[config.mk]
export PLATFORM = sky130hd
export DESIGN_NAME = pic_top
export DESIGN_NICKNAME = d
export VERILOG_FILES = /design/src/core/pic_flag_reg.v /design/src/core/pic_top.v
export VERILOG_INCLUDE_DIRS = /design/src /design/src/core
export SDC_FILE = /design/constraint.sdc
export NUM_CORES = 1
export LEC_CHECK = 0
export BUFFER_PORTS_ARGS = -buffer_cell sky130_fd_sc_hd__clkbuf_2
export CORE_MARGIN = 1.5
export CORE_UTILIZATION = 35
export CTS_BUF_LIST = sky130_fd_sc_hd__clkbuf_8
export CTS_CLUSTER_SIZE = 25
export DETAILED_ROUTE_END_ITERATION = 10
export PLACE_DENSITY_LB_ADDON = 0.3
export SYNTH_ARGS = -nofsm -noshare
export SYNTH_HDL_FRONTEND = slang
export SYNTH_SLANG_ARGS = --single-unit
[constraint.sdc]
create_clock -name CLK_SYS -period 18 [get_ports CLK_SYS]
set_input_delay 3.6 -clock CLK_SYS [delete_from_list [all_inputs] [get_ports CLK_SYS]]
set_output_delay 3.6 -clock CLK_SYS [all_outputs]
set_load 0.005 [all_outputs]
[src/core/pic_regs.vh]
// Register offsets, field positions and reset values of the peripheral interrupt control block
`ifndef PIC_REGS_VH
`define PIC_REGS_VH

`define PIC_ADDR_PRIO_A 16'hFF20
`define PIC_ADDR_PRIO_B 16'hFF21
`define PIC_ADDR_EN_TB 16'hFF22
`define PIC_ADDR_EN_SER 16'hFF23
`define PIC_ADDR_EN_KEY 16'hFF24
`define PIC_ADDR_EN_TMR 16'hFF25
`define PIC_ADDR_FLG_TB 16'hFF26
`define PIC_ADDR_FLG_SER 16'hFF27
`define PIC_ADDR_FLG_KEY 16'hFF28
`define PIC_ADDR_FLG_TMR 16'hFF29
`define PIC_ADDR_BUS_MODE 16'hFF00
`define PIC_ADDR_STACK_PAGE 16'hFF01

`define PIC_RST_VAL 8'h00
`define PIC_MASK_PRIO_A 8'hFF
`define PIC_MASK_PRIO_B 8'hFC
`define PIC_MASK_EN_TB 8'hFF
`define PIC_MASK_EN_SER 8'h07
`define PIC_MASK_EN_KEY 8'hFF
`define PIC_MASK_EN_TMR 8'hFF
`define PIC_MASK_FLG_TB 8'h7F
`define PIC_MASK_FLG_SER 8'h07
`define PIC_MASK_FLG_KEY 8'hFF
`define PIC_MASK_FLG_TMR 8'hFF

`define PIC_POS_LVL_KEY 6
`define PIC_POS_LVL_SER 4
`define PIC_POS_LVL_SW 2
`define PIC_POS_LVL_CLK 0
`define PIC_POS_LVL_UPT 4
`define PIC_POS_LVL_LPT 2

`endif

[src/core/pic_flag_reg.v]
// Bank of eight write-one-to-clear event flags with set priority over clear
`timescale 1ns/1ps
`default_nettype none
`include "pic_regs.vh"

module pic_flag_reg
#(
   parameter [7:0] MASK = 8'hFF
)
(
   input wire clk,
   input wire rst,
   input wire [7:0] set_pulse,
   input wire clr_we,
   input wire [7:0] clr_data,
   output wire [7:0] flags
);

reg [7:0] flag_r;
wire [7:0] flag_nxt;

genvar i;
generate
   for (i = 0; i < 8; i = i + 1)
   begin : g_bit
      // Event wins over a clear landing in the same cycle
      assign flag_nxt[i] = MASK[i] & (set_pulse[i] | (flag_r[i] & ~(clr_we & clr_data[i])));
   end
endgenerate

always @(posedge clk)
begin
   if (rst)
      flag_r <= `PIC_RST_VAL;
   else
      flag_r <= flag_nxt;
end

assign flags = flag_r;

endmodule
`default_nettype wire

[src/core/pic_top.v]
// Peripheral interrupt control: priorities, enables, factor flags and CPU request
//
// Contract
// - Key, serial, stopwatch, clock-timer groups have 2-bit priority levels, reset zero.
// - Timers 3-2 and timers 1-0 share one 2-bit priority each, reset zero.
// - Stopwatch 100, 10, 1 Hz causes have read/write enables, reset zero.
// - Clock timer 32, 8, 2, 1 Hz causes have read/write enables, reset zero.
// - Serial error, receive, transmit enables sit in bits 2..0, reset zero.
// - Eight key line enables, line 7 in bit 7 to line 0 in bit 0.
// - Underflow and compare-match enables per timer, timer 3 at top, reset zero.
// - Stopwatch and clock-timer flags set on event, write one clears, reset zero.
// - Serial flags set on event, write one clears, write zero ignored, reset zero.
// - Eight key flags set on event, write one clears, reset zero.
// - Timer underflow and compare-match flags per timer, write one clears, reset zero.
// - All interrupts blocked until bus-mode and stack-page registers both written.
`timescale 1ns/1ps
`default_nettype none
`include "pic_regs.vh"

module pic_top
(
   input wire CLK_SYS,
   input wire RST,
   input wire [15:0] ADDR,
   input wire WR_EN,
   input wire RD_EN,
   input wire [7:0] WDATA,
   output reg [7:0] RDATA,
   output wire RD_HIT,
   input wire [2:0] SW_EVENT,
   input wire [3:0] CLK_TIMER_EVENT,
   input wire [2:0] SERIAL_EVENT,
   input wire [7:0] KEY_INPUT_LINES_EVENT,
   input wire [7:0] TIMER_EVENT,
   output wire IRQ_REQ,
   output wire [1:0] IRQ_LEVEL,
   output wire [2:0] IRQ_GROUP
);

// ==========================================================
// Address decode
// Full 16-bit compare; bank bits above the low word never reach this block
function hit;
   input [15:0] a;
   input [15:0] target;
   begin
      hit = (a == target);
   end
endfunction

// ==========================================================
// Priority and enable registers
reg [7:0] prio_a_r;
reg [7:0] prio_b_r;
reg [7:0] en_tb_r;
reg [7:0] en_ser_r;
reg [7:0] en_key_r;
reg [7:0] en_tmr_r;
// The lock only opens on the set-up writes; reset alone closes it again
reg bus_mode_seen_r;
reg stack_page_seen_r;

always @(posedge CLK_SYS)
begin
   if (RST)
   begin
      prio_a_r <= `PIC_RST_VAL;
      prio_b_r <= `PIC_RST_VAL;
      en_tb_r <= `PIC_RST_VAL;
      en_ser_r <= `PIC_RST_VAL;
      en_key_r <= `PIC_RST_VAL;
      en_tmr_r <= `PIC_RST_VAL;
      bus_mode_seen_r <= 1'b0;
      stack_page_seen_r <= 1'b0;
   end
   else if (WR_EN)
   begin
      // Reserved read/write bits FF21[7:6] and FF22[7] are stored but drive nothing
      if (hit(ADDR, `PIC_ADDR_PRIO_A))
         prio_a_r <= WDATA & `PIC_MASK_PRIO_A;
      if (hit(ADDR, `PIC_ADDR_PRIO_B))
         prio_b_r <= WDATA & `PIC_MASK_PRIO_B;
      if (hit(ADDR, `PIC_ADDR_EN_TB))
         en_tb_r <= WDATA & `PIC_MASK_EN_TB;
      if (hit(ADDR, `PIC_ADDR_EN_SER))
         en_ser_r <= WDATA & `PIC_MASK_EN_SER;
      if (hit(ADDR, `PIC_ADDR_EN_KEY))
         en_key_r <= WDATA & `PIC_MASK_EN_KEY;
      if (hit(ADDR, `PIC_ADDR_EN_TMR))
         en_tmr_r <= WDATA & `PIC_MASK_EN_TMR;
      // Watch the CPU set-up writes; the registers themselves live elsewhere
      if (hit(ADDR, `PIC_ADDR_BUS_MODE))
         bus_mode_seen_r <= 1'b1;
      if (hit(ADDR, `PIC_ADDR_STACK_PAGE))
         stack_page_seen_r <= 1'b1;
   end
end

// ==========================================================
// Factor flags
// Flags latch every event even while its enable is low, so software can poll
wire [7:0] flg_tb;
wire [7:0] flg_ser;
wire [7:0] flg_key;
wire [7:0] flg_tmr;

pic_flag_reg #(.MASK(`PIC_MASK_FLG_TB)) u_flg_tb
(
   .clk(CLK_SYS),
   .rst(RST),
   .set_pulse({1'b0, SW_EVENT, CLK_TIMER_EVENT}),
   .clr_we(WR_EN & hit(ADDR, `PIC_ADDR_FLG_TB)),
   .clr_data(WDATA),
   .flags(flg_tb)
);

pic_flag_reg #(.MASK(`PIC_MASK_FLG_SER)) u_flg_ser
(
   .clk(CLK_SYS),
   .rst(RST),
   .set_pulse({5'h00, SERIAL_EVENT}),
   .clr_we(WR_EN & hit(ADDR, `PIC_ADDR_FLG_SER)),
   .clr_data(WDATA),
   .flags(flg_ser)
);

pic_flag_reg #(.MASK(`PIC_MASK_FLG_KEY)) u_flg_key
(
   .clk(CLK_SYS),
   .rst(RST),
   .set_pulse(KEY_INPUT_LINES_EVENT),
   .clr_we(WR_EN & hit(ADDR, `PIC_ADDR_FLG_KEY)),
   .clr_data(WDATA),
   .flags(flg_key)
);

pic_flag_reg #(.MASK(`PIC_MASK_FLG_TMR)) u_flg_tmr
(
   .clk(CLK_SYS),
   .rst(RST),
   .set_pulse(TIMER_EVENT),
   .clr_we(WR_EN & hit(ADDR, `PIC_ADDR_FLG_TMR)),
   .clr_data(WDATA),
   .flags(flg_tmr)
);

// ==========================================================
// Read mux; unmapped bits and addresses read zero
// Combinational so a read costs no wait state; the price is a long path
// from ADDR through the decode to RDATA
reg rd_hit_c;
always @*
begin
   RDATA = 8'h00;
   rd_hit_c = 1'b1;
   case (ADDR)
      `PIC_ADDR_PRIO_A: RDATA = prio_a_r;
      `PIC_ADDR_PRIO_B: RDATA = prio_b_r;
      `PIC_ADDR_EN_TB: RDATA = en_tb_r;
      `PIC_ADDR_EN_SER: RDATA = en_ser_r;
      `PIC_ADDR_EN_KEY: RDATA = en_key_r;
      `PIC_ADDR_EN_TMR: RDATA = en_tmr_r;
      `PIC_ADDR_FLG_TB: RDATA = flg_tb;
      `PIC_ADDR_FLG_SER: RDATA = flg_ser;
      `PIC_ADDR_FLG_KEY: RDATA = flg_key;
      `PIC_ADDR_FLG_TMR: RDATA = flg_tmr;
      default: rd_hit_c = 1'b0;
   endcase
end
assign RD_HIT = RD_EN & rd_hit_c;

// ==========================================================
// Request arbitration, highest level wins, fixed order on ties
wire [1:0] lvl_key = prio_a_r[`PIC_POS_LVL_KEY +: 2];
wire [1:0] lvl_ser = prio_a_r[`PIC_POS_LVL_SER +: 2];
wire [1:0] lvl_sw = prio_a_r[`PIC_POS_LVL_SW +: 2];
wire [1:0] lvl_clk = prio_a_r[`PIC_POS_LVL_CLK +: 2];
wire [1:0] lvl_upt = prio_b_r[`PIC_POS_LVL_UPT +: 2];
wire [1:0] lvl_lpt = prio_b_r[`PIC_POS_LVL_LPT +: 2];

wire [5:0] pend;
assign pend[0] = |(flg_key & en_key_r);
assign pend[1] = |(flg_ser & en_ser_r);
assign pend[2] = |(flg_tb[6:4] & en_tb_r[6:4]);
assign pend[3] = |(flg_tb[3:0] & en_tb_r[3:0]);
assign pend[4] = |(flg_tmr[7:4] & en_tmr_r[7:4]);
assign pend[5] = |(flg_tmr[3:0] & en_tmr_r[3:0]);

wire [11:0] lvls = {lvl_lpt, lvl_upt, lvl_clk, lvl_sw, lvl_ser, lvl_key};
reg [1:0] best_lvl;
reg [2:0] best_grp;
integer g;
// Ties go to the lower group index, so the winner is fixed for any flag pattern
always @*
begin
   best_lvl = 2'h0;
   best_grp = 3'h0;
   for (g = 5; g >= 0; g = g - 1)
   begin
      // Level zero never requests
      if (pend[g] && lvls[2*g +: 2] != 2'h0 && lvls[2*g +: 2] >= best_lvl)
      begin
         best_lvl = lvls[2*g +: 2];
         best_grp = g[2:0];
      end
   end
end

// The lock gates the request, level and group outputs; flags keep collecting while it is closed
wire unlocked = bus_mode_seen_r & stack_page_seen_r;
assign IRQ_REQ = unlocked & (best_lvl != 2'h0);
assign IRQ_LEVEL = IRQ_REQ ? best_lvl : 2'h0;
assign IRQ_GROUP = IRQ_REQ ? best_grp : 3'h0;

endmodule
`default_nettype wire

==> flow_summary.toml, run 1 <==
[floorplanning]
die_area_um2 = 11170
ios = 69
die_w_um = 105.7
rows = 37
start_util_pct = 35.93
coreArea_um2 = 10280
chipHeight_um = 105.7

[synthesis]
synth_top_area_share_pct = 37.41
syn_nets = 533
ys_ff_latch = 69
synth_compound_area_share_pct = 23.82
synthMuxAreaShare_pct = 5.761
postSynthAreaPerCell_um2 = 7.823
synthSimpleGateAreaFrac_pct = 25.48
synth_fa_ha_area_share_pct = 2.372
ys_warn_count = 0
synth_cell_types = 52
synth_cells = 472
synth_xor_xnor_area_share_pct = 0
synth_area_leaders = "dfxtp_1, a21oi_1, nand2_1"
synth_top_cell_by_area = "dfxtp_1"
synth_top_family_by_area = "simple AND/OR/NAND/NOR gates"
yosysSeqAreaShare_pct = 37.41
syn_area_um2 = 3692

[power_and_ir_drop]
leakagePower_nw = 1.786
p_clk_share_pct = 44.0
power_frac_seq_pct = 49.4
switching_share_pct = 24.21
p_sw_w = 0.00007881
peakVddDrop_mv = 0.04159
p_total_w = 0.0003255
p_int_w = 0.0002467
share_comb_of_total_power_pct = 6.6
powerDensity_nw_per_um2 = 75.09

[timing]
rsz0062_at_grt = "no"
worst_pin_slew_ns = 0.8022
setup_viol = 0
skew_ns = 0
holdWs_ns = 0.4571
finalHoldViolations = 0
fin_crit_ns = 10.52
final.setup.tns_ns = 0
slew_headroom_pct = 46.28
drv_slew = 0
finalCritPeriodShare_pct = 58.45
fmax_mhz = 95.05

[status]
status = "finished clean"

[job]
drv_cap = 0

[worst_setup_path]
critPathMaxFanout = 6
required_ns = 14.40
worstSetupStartpointType = "flip-flop"
cp_slowest_cell = "mux2_2"
crit_type = "flip-flop to output port"
crit_top_cell = "ha_1"
max_stage_delay_ns = 0.37
end_kind = "output port"
cp.arrival_ns = 6.92

[clock_network]
clock_latency_ns = 0.35
clk_path_buf_depth = 2
holdBufCountCts = 0
cts_root_buffer = "clkbuf_8"
numCtsBuffers = 9
cts_tree = "yes"
htree_levels = 3
clkTransAtPathRegs_ns = 0.08
cts_setup_buffers = 0
cts.sink_count = 69
cts_resized = 0

[drt]
vias = 3710
routedWlPerCell_um = 16.85
vias_per_cell = 5.562
dr.pass1.iters = 6
final_antenna_net_count = 0
drt_wl_total_mm = 11.24
drc = 0
dr.first_iter.drc_count = 513

[grt]
grt_max_degree = 70
grt_pass1_wl_mm = 17.97
grt_overflow = 0
antenna_found_initial = 0
grt_pass1_vias = 3427
track_usage_pct = 20.76

[layout]
drive_above_1_share_pct = 20.34
nets = 587
antenna_cells = 0
fillCellCount = 1071
synthToLayoutAreaGrowth_pct = 17.38
stdcell_count = 667

[placed_design]
post-place-cells = 651
dp_hpwl_mm = 8.101
io_buffers = 68
gp_congestion = 0.8744

[min_path]
hp-class = "flip-flop to flip-flop"
[cells by family (layout without fill, tap and decap cells)]
kind of cell | Yosys count | in the layout
fa+ha+maj | 7 | 7
compound gates | 134 | 134
flops | 69 | 69
buf+inv | 49 | 108
simple gates | 196 | 196
mux | 17 | 17
[critical path: cells and delay by family, from the launching register on]
kind | cells | cell delay (ns)
adder cells (fa/ha/maj) | 5 | 1.34
AO/OA/AOI/OAI | 12 | 2.69
multiplexers | 1 | 0.37
flip-flops | 1 | 0.33
AND/OR/NAND/NOR | 12 | 1.69
buffers and inverters | 2 | 0.14
[power groups by stage]
stage                     Sequential [W]  Combinational (W)  Clock, W
after floorplan                 0.000163          0.0000112         0
after global routing            0.000161          0.0000237  0.000151
after CTS                       0.000161          0.0000213  0.000145
final                           0.000161          0.0000215  0.000143
after global placement          0.000164          0.0000210         0
after detailed placement        0.000164          0.0000212         0
[per-layer routing]
| metal | GRT usage [%] | wire length, µm |
|---|---|---|
| met5 | 0 | 0 |
| met4 | 7.239 | 220 |
| met3 | 4.453 | 716 |
| met2 | 33.30 | 5256 |
| met1 | 27.50 | 5044 |
[path summary, 6_finish.rpt]
kind | start | endpoint | slack, ns | depth (start not counted)
max | u_flg_tmr.flags[0] | IRQ_LEVEL[0] | 7.48 | 32
min | en_tb_r[7] | en_tb_r[7] | 0.46 | 2
min reg2reg | en_tb_r[7] | en_tb_r[7] | 0.46 | 2
max reg2reg | prio_a_r[7] | prio_a_r[7] | 17.26 | 2
[cells in the mapped netlist, drive strengths merged]
cell type,n
a211o,1
a211oi,2
a21boi,1
a21o,1
a21oi,69
a221o,1
a222oi,13
a22o,3
a22oi,14
a31o,2
and2,4
and2b,1
and3,5
and4,4
and4b,1
buf,5
clkbuf,22
dfxtp,69
ha,7
inv,22
mux2,4
mux2i,10
mux4,3
nand2,67
nand2b,6
nand3,28
nand3b,1
nand4,4
nand4b,1
nor2,62
nor2b,2
nor3,1
nor3b,5
nor4,1
nor4b,2
o2111a,1
o21ai,19
o21bai,2
o221ai,1
o22ai,1
o2bb2ai,1
o311a,2
or3,1
[flip-flops by register name (all words and copies together), names as in the netlist]
| register | flops |
|---|---|
| bus_mode_seen_r | 1 |
| en_key_r | 8 |
| en_ser_r | 3 |
| en_tb_r | 8 |
| en_tmr_r | 8 |
| prio_a_r | 8 |
| prio_b_r | 6 |
| stack_page_seen_r | 1 |
| u_flg_key.flags | 8 |
| u_flg_ser.flags | 3 |
| u_flg_tb.flags | 7 |
| u_flg_tmr.flags | 8 |
[metrics by stage]
stage / worst slack, ns / util (%) / instance area, µm²
final: 7.479 / 42.17 / 4334
after detailed placement: 7.909 / 39.99 / 4110
after global placement: 8.257 / 39.99 / 4110
after CTS: 7.513 / 42.17 / 4334
after global routing: 6.995 / 42.17 / 4334
after floorplan: 8.665 / - / 3692
[layout make-up]
type                    instances  area, µm²  share of cell area (%)
clock inverters                 6      86.33                   1.992
inverters                      22      82.58                   1.905
flip-flops and latches         69       1381                   31.87
multi-input cells             354       2121                   48.93
repair buffers                 70      355.3                   8.199
clock buffers                  10      137.6                   3.176
well taps                     136      170.2                   3.926
[placed cells by master, fill, tap and decap left out, types with 2 or more instances in the layout]
master,n
and4_1,4
mux2_2,4
nor2_1,62
inv_1,22
nand3_1,28
o21ai_0,17
a21oi_1,69
a31o_1,2
buf_4,2
a22oi_2,2
mux4_2,3
clkbuf_2,68
a22o_1,3
mux2i_1,10
a222oi_1,13
nor3b_1,2
clkbuf_8,10
and3_1,5
clkinv_2,2
nor3b_2,3
bufinv_16,2
a22oi_1,12
and2_1,4
ha_1,7
nand2b_1,6
dfxtp_1,69
nand2_1,67
nand4_1,3
nor2b_1,2
(Power assumes the default switching activity.)
==> run 2: changes to the inputs <==
==> constraint.sdc (replaced) <==
create_clock -name CLK_SYS -period 9.2 [get_ports CLK_SYS]
set_input_delay 1.84 -clock CLK_SYS [delete_from_list [all_inputs] [get_ports CLK_SYS]]
set_output_delay 1.84 -clock CLK_SYS [all_outputs]
set_load 0.005 [all_outputs]
==> run 2 against run 1 <==
Wire length is 1.6% lower. Worst setup slack worse by 7.0 ns. Final cell count did not move. Sequential cell count did not move. Clock skew unchanged. Global-route usage is 0.49 points lower. Clock power rose by 69%. Register-to-register slack worse by 8.8 ns. Sequential share of layout area up 0.23 points. Clock-buffer cell count is the same. Hold slack improved by 0.0058 ns.
==> flow_summary.toml, run 2 (same netlist as run 1, synthesis figures left out) <==
[timing]
final.setup.tns_ns = 0
finalCritPeriodShare_pct = 94.82
slew_headroom_pct = 47.34
fmax_mhz = 114.6
setup_ws_ns = 0.4767
worst_pin_slew_ns = 0.7864
rsz0062_at_grt = "no"
fin_crit_ns = 8.723
skew_ns = 0
setup_viol = 0
drv_slew = 0
finalHoldViolations = 0

[clock_network]
cts_setup_buffers = 0
cts_tree = "yes"
cts.sink_count = 69
clock_latency_ns = 0.35
cts_root_buffer = "clkbuf_8"
numCtsBuffers = 9
holdBufCountCts = 0
clkTransAtPathRegs_ns = 0.07
clk_path_buf_depth = 2
cts_resized = 0
htree_levels = 3

[grt]
grt_max_degree = 70
grt_overflow = 0
track_usage_pct = 20.27
antenna_found_initial = 0
grt_pass1_vias = 3382
grt_pass1_wl_mm = 17.67

[worst_setup_path]
cp_slowest_cell = "mux2_2"
worstSetupStartpointType = "flip-flop"
cp.arrival_ns = 6.88
crit_start = "u_flg_tmr.flags[0]"
r2r-start = "prio_a_r[7]"
crit_top_cell = "ha_1"
crit_type = "flip-flop to output port"
required_ns = 7.36
end_kind = "output port"
critPathMaxFanout = 6
max_stage_delay_ns = 0.38

[drt]
dr.first_iter.drc_count = 423
drt_wl_total_mm = 11.05
final_antenna_net_count = 0
routedWlPerCell_um = 16.57
drc = 0
vias_per_cell = 5.505
vias = 3672
dr.pass1.iters = 7

[floorplanning]
die_w_um = 105.7
rows = 37
start_util_pct = 35.93
ios = 69
die_area_um2 = 11170
coreArea_um2 = 10280
chipHeight_um = 105.7

[layout]
stdcell_count = 667
antenna_cells = 0
final_cell_mix = "a21oi_1, dfxtp_1, clkbuf_2, nand2_1, nor2_1"
fin_util_pct = 41.87
nets = 587
drive_above_1_share_pct = 19.96
synthToLayoutAreaGrowth_pct = 16.54

[power_and_ir_drop]
powerDensity_nw_per_um2 = 138.9
p_total_w = 0.0005977
leakagePower_nw = 1.778
peakVddDrop_mv = 0.08363

[min_path]
hp-class = "flip-flop to flip-flop"
min-delay-start = "en_tb_r[7]"

[job]
drv_cap = 0

[status]
status = "finished clean"

[placed_design]
gp_congestion = 0.8744
place_ws_ns = 0.8749
post-place-cells = 651
io_buffers = 68
dp_hpwl_mm = 8.143
## run 2: cell types whose count changed in the layout (fill, tap and decap cells not counted), sizes merged
cell    delta
clkinv     -1
bufinv     -1
inv        +2
## run 2: power breakdown
part           leakage (nW)  internal, W  total [W]  switching (W)
combinational          1.11    0.0000165  0.0000417      0.0000252
sequential            0.564     0.000307   0.000315     0.00000806
clock                 0.105     0.000130   0.000241       0.000112
## run 2: routing by layer
metal / GRT usage, % / share of wire [%]
met2: 32.88 / 47
met4: 6.564 / 1.2
met3: 4.020 / 7.1
met1: 26.97 / 44
met5: 0 / 0
## run 2: final timing paths
kind | to | slack [ns] | cells past startpoint
min reg2reg | en_tb_r[7] | 0.46 | 2
max | IRQ_LEVEL[0] | 0.48 | 32
min | en_tb_r[7] | 0.46 | 2
max reg2reg | prio_a_r[7] | 8.46 | 2
## run 2: worst max-delay path: cells and delay by family (launching register included)
family                     cells  cell delay [ns]
adders and majority gates      5             1.35
and+or+nand+nor               12             1.66
muxes                          1             0.38
AOI/OAI and AO/OA             12             2.65
DFF                            1             0.32
buffers and inverters          2             0.14
## run 2: area by class of cell
type,instances,area [µm²]
multi-input combinational,354,2121
tap,136,170.2
timing repair buffer,70,355.3
inverter,22,82.58
sequential,69,1381
clock buffer,10,137.6
fill,1075,5974
clock inverter,6,55.05
## run 2: per-stage QoR
step	instance area, µm²	hold WS, ns
2_1_floorplan	3692	0.4315
3_3_place_gp	4110	0.4429
3_5_place_dp	4110	0.4486
4_1_cts	4303	0.4592
5_1_grt	4303	0.4813
6_report	4303	0.4629
==> run 3: changes to the inputs <==
--- a/config.mk
+++ b/config.mk
@@ -7,7 +7,7 @@
 export NUM_CORES = 1
 export LEC_CHECK = 0
 export BUFFER_PORTS_ARGS = -buffer_cell sky130_fd_sc_hd__clkbuf_2
-export CORE_MARGIN = 1.5
+export CORE_MARGIN = 2
 export CORE_UTILIZATION = 35
 export CTS_BUF_LIST = sky130_fd_sc_hd__clkbuf_8
 export CTS_CLUSTER_SIZE = 25
==> run 3 against run 2 <==
Core utilization up 0.63 points. Combinational power increased by 1%. First-iteration DRC count fell by 7.8%. Non-clock buffer count stayed put. Critical path depth unchanged. Worst setup slack worse by 0.010 ns. Wire length rose by 1.8%. Power is 13% higher. Clock skew did not move. Largest cell class unchanged. Largest power group is now clock.
==> flow_summary.toml, run 3 (same netlist as run 1, synthesis figures left out) <==
[status]
status = "finished clean"

[placed_design]
post-place-cells = 651
io_buffers = 68
gp_congestion = 0.8424
dp_hpwl_mm = 8.140

[clock_network]
cts_setup_buffers = 0
clock_latency_ns = 0.35
numCtsBuffers = 9
clk_path_buf_depth = 2
cts_tree = "yes"
holdBufCountCts = 0
clkTransAtPathRegs_ns = 0.08
htree_levels = 3
cts.sink_count = 69
cts_root_buffer = "clkbuf_8"
cts_resized = 0

[layout]
final_cell_mix = "a21oi_1, dfxtp_1, clkbuf_2, nand2_1, nor2_1"
drive_above_1_share_pct = 20.34
synthToLayoutAreaGrowth_pct = 18.30
antenna_cells = 0
nets = 587
stdcell_count = 667

[power_and_ir_drop]
p_clk_share_pct = 47.0
switching_share_pct = 22.97
leakagePower_nw = 1.799
share_comb_of_total_power_pct = 6.3
p_total_w = 0.0006732
power_frac_seq_pct = 46.8
powerDensity_nw_per_um2 = 154.1
p_sw_w = 0.0001547
p_int_w = 0.0005185
peakVddDrop_mv = 0.07946

[worst_setup_path]
required_ns = 7.36
max_stage_delay_ns = 0.37
cp.arrival_ns = 6.89
worstSetupStartpointType = "flip-flop"
cp_slowest_cell = "mux2_2"
crit_top_cell = "ha_1"
critPathMaxFanout = 6
crit_type = "flip-flop to output port"
end_kind = "output port"

[timing]
drv_slew = 0
skew_ns = 0
finalHoldViolations = 0
fin_crit_ns = 8.734
final.setup.tns_ns = 0
fmax_mhz = 114.5
finalCritPeriodShare_pct = 94.93
worst_pin_slew_ns = 0.8411
setup_viol = 0
rsz0062_at_grt = "no"
slew_headroom_pct = 43.68
holdWs_ns = 0.4647

[drt]
dr.first_iter.drc_count = 390
vias = 3715
drt_wl_total_mm = 11.26
vias_per_cell = 5.570
drc = 0
dr.pass1.iters = 8
routedWlPerCell_um = 16.88
final_antenna_net_count = 0

[grt]
grt_overflow = 0
track_usage_pct = 20.35
antenna_found_initial = 0
grt_max_degree = 70
grt_pass1_wl_mm = 18.17
grt_pass1_vias = 3410

[floorplanning]
chipHeight_um = 106.7
coreArea_um2 = 10280
ios = 69
die_w_um = 106.7
rows = 37
start_util_pct = 35.93
die_area_um2 = 11390

[min_path]
hp-class = "flip-flop to flip-flop"

[job]
drv_cap = 0
run 3: power by group through the flow:
| stage | Clock [W] | Combinational [W] | Sequential, W |
|---|---|---|---|
| floorplan | 0 | 0.0000219 | 0.000318 |
| global placement | 0 | 0.0000411 | 0.000321 |
| detailed placement | 0 | 0.0000419 | 0.000321 |
| CTS | 0.000320 | 0.0000420 | 0.000314 |
| global route | 0.000332 | 0.0000469 | 0.000315 |
| finish | 0.000316 | 0.0000422 | 0.000315 |
run 3: critical path, delay by kind of cell (launching register included):
family,cells,cell delay [ns]
AOI/OAI and AO/OA,12,2.66
and+or+nand+nor,12,1.73
adders and majority gates,5,1.34
muxes,1,0.37
DFF,1,0.33
buffers and inverters,2,0.14
run 3: final cells by class:
cell class                 count  area, µm²
clock buffer                  11      151.4
clock inverter                 5      106.4
multi-input combinational    354       2121
timing repair buffer          70      355.3
sequential                    69       1381
tap                          136      170.2
inverter                      22      82.58
fill                        1069       5909
run 3: final timing paths:
path                                         start            to  slack (ns)  depth (start not counted)
worst max-delay path            u_flg_tmr.flags[0]  IRQ_LEVEL[0]        0.47                         32
worst min-delay path                    en_tb_r[7]    en_tb_r[7]        0.46                          2
worst max register to register         prio_a_r[7]   prio_a_r[7]        8.41                          2
worst min register to register          en_tb_r[7]    en_tb_r[7]        0.46                          2
run 3: routing by layer:
| layer | share of wire (%) | global-route usage [%] | up-vias |
|---|---|---|---|
| li1 | - | - | 1799 |
| met2 | 46 | 32.03 | 146 |
| met3 | 5.8 | 3.283 | 19 |
| met5 | 0 | 0 | - |
| met1 | 46 | 28.52 | 1751 |
| met4 | 2.1 | 6.401 | 0 |
run 3: through the flow:
stage	cell area (µm²)	util, %	worst slack [ns]
6_report	4368	42.50	0.4663
5_1_grt	4368	42.50	0.05775
4_1_cts	4368	42.50	0.4985
3_5_place_dp	4110	39.99	0.8943
3_3_place_gp	4110	39.99	1.220
2_1_floorplan	3692	-	1.625
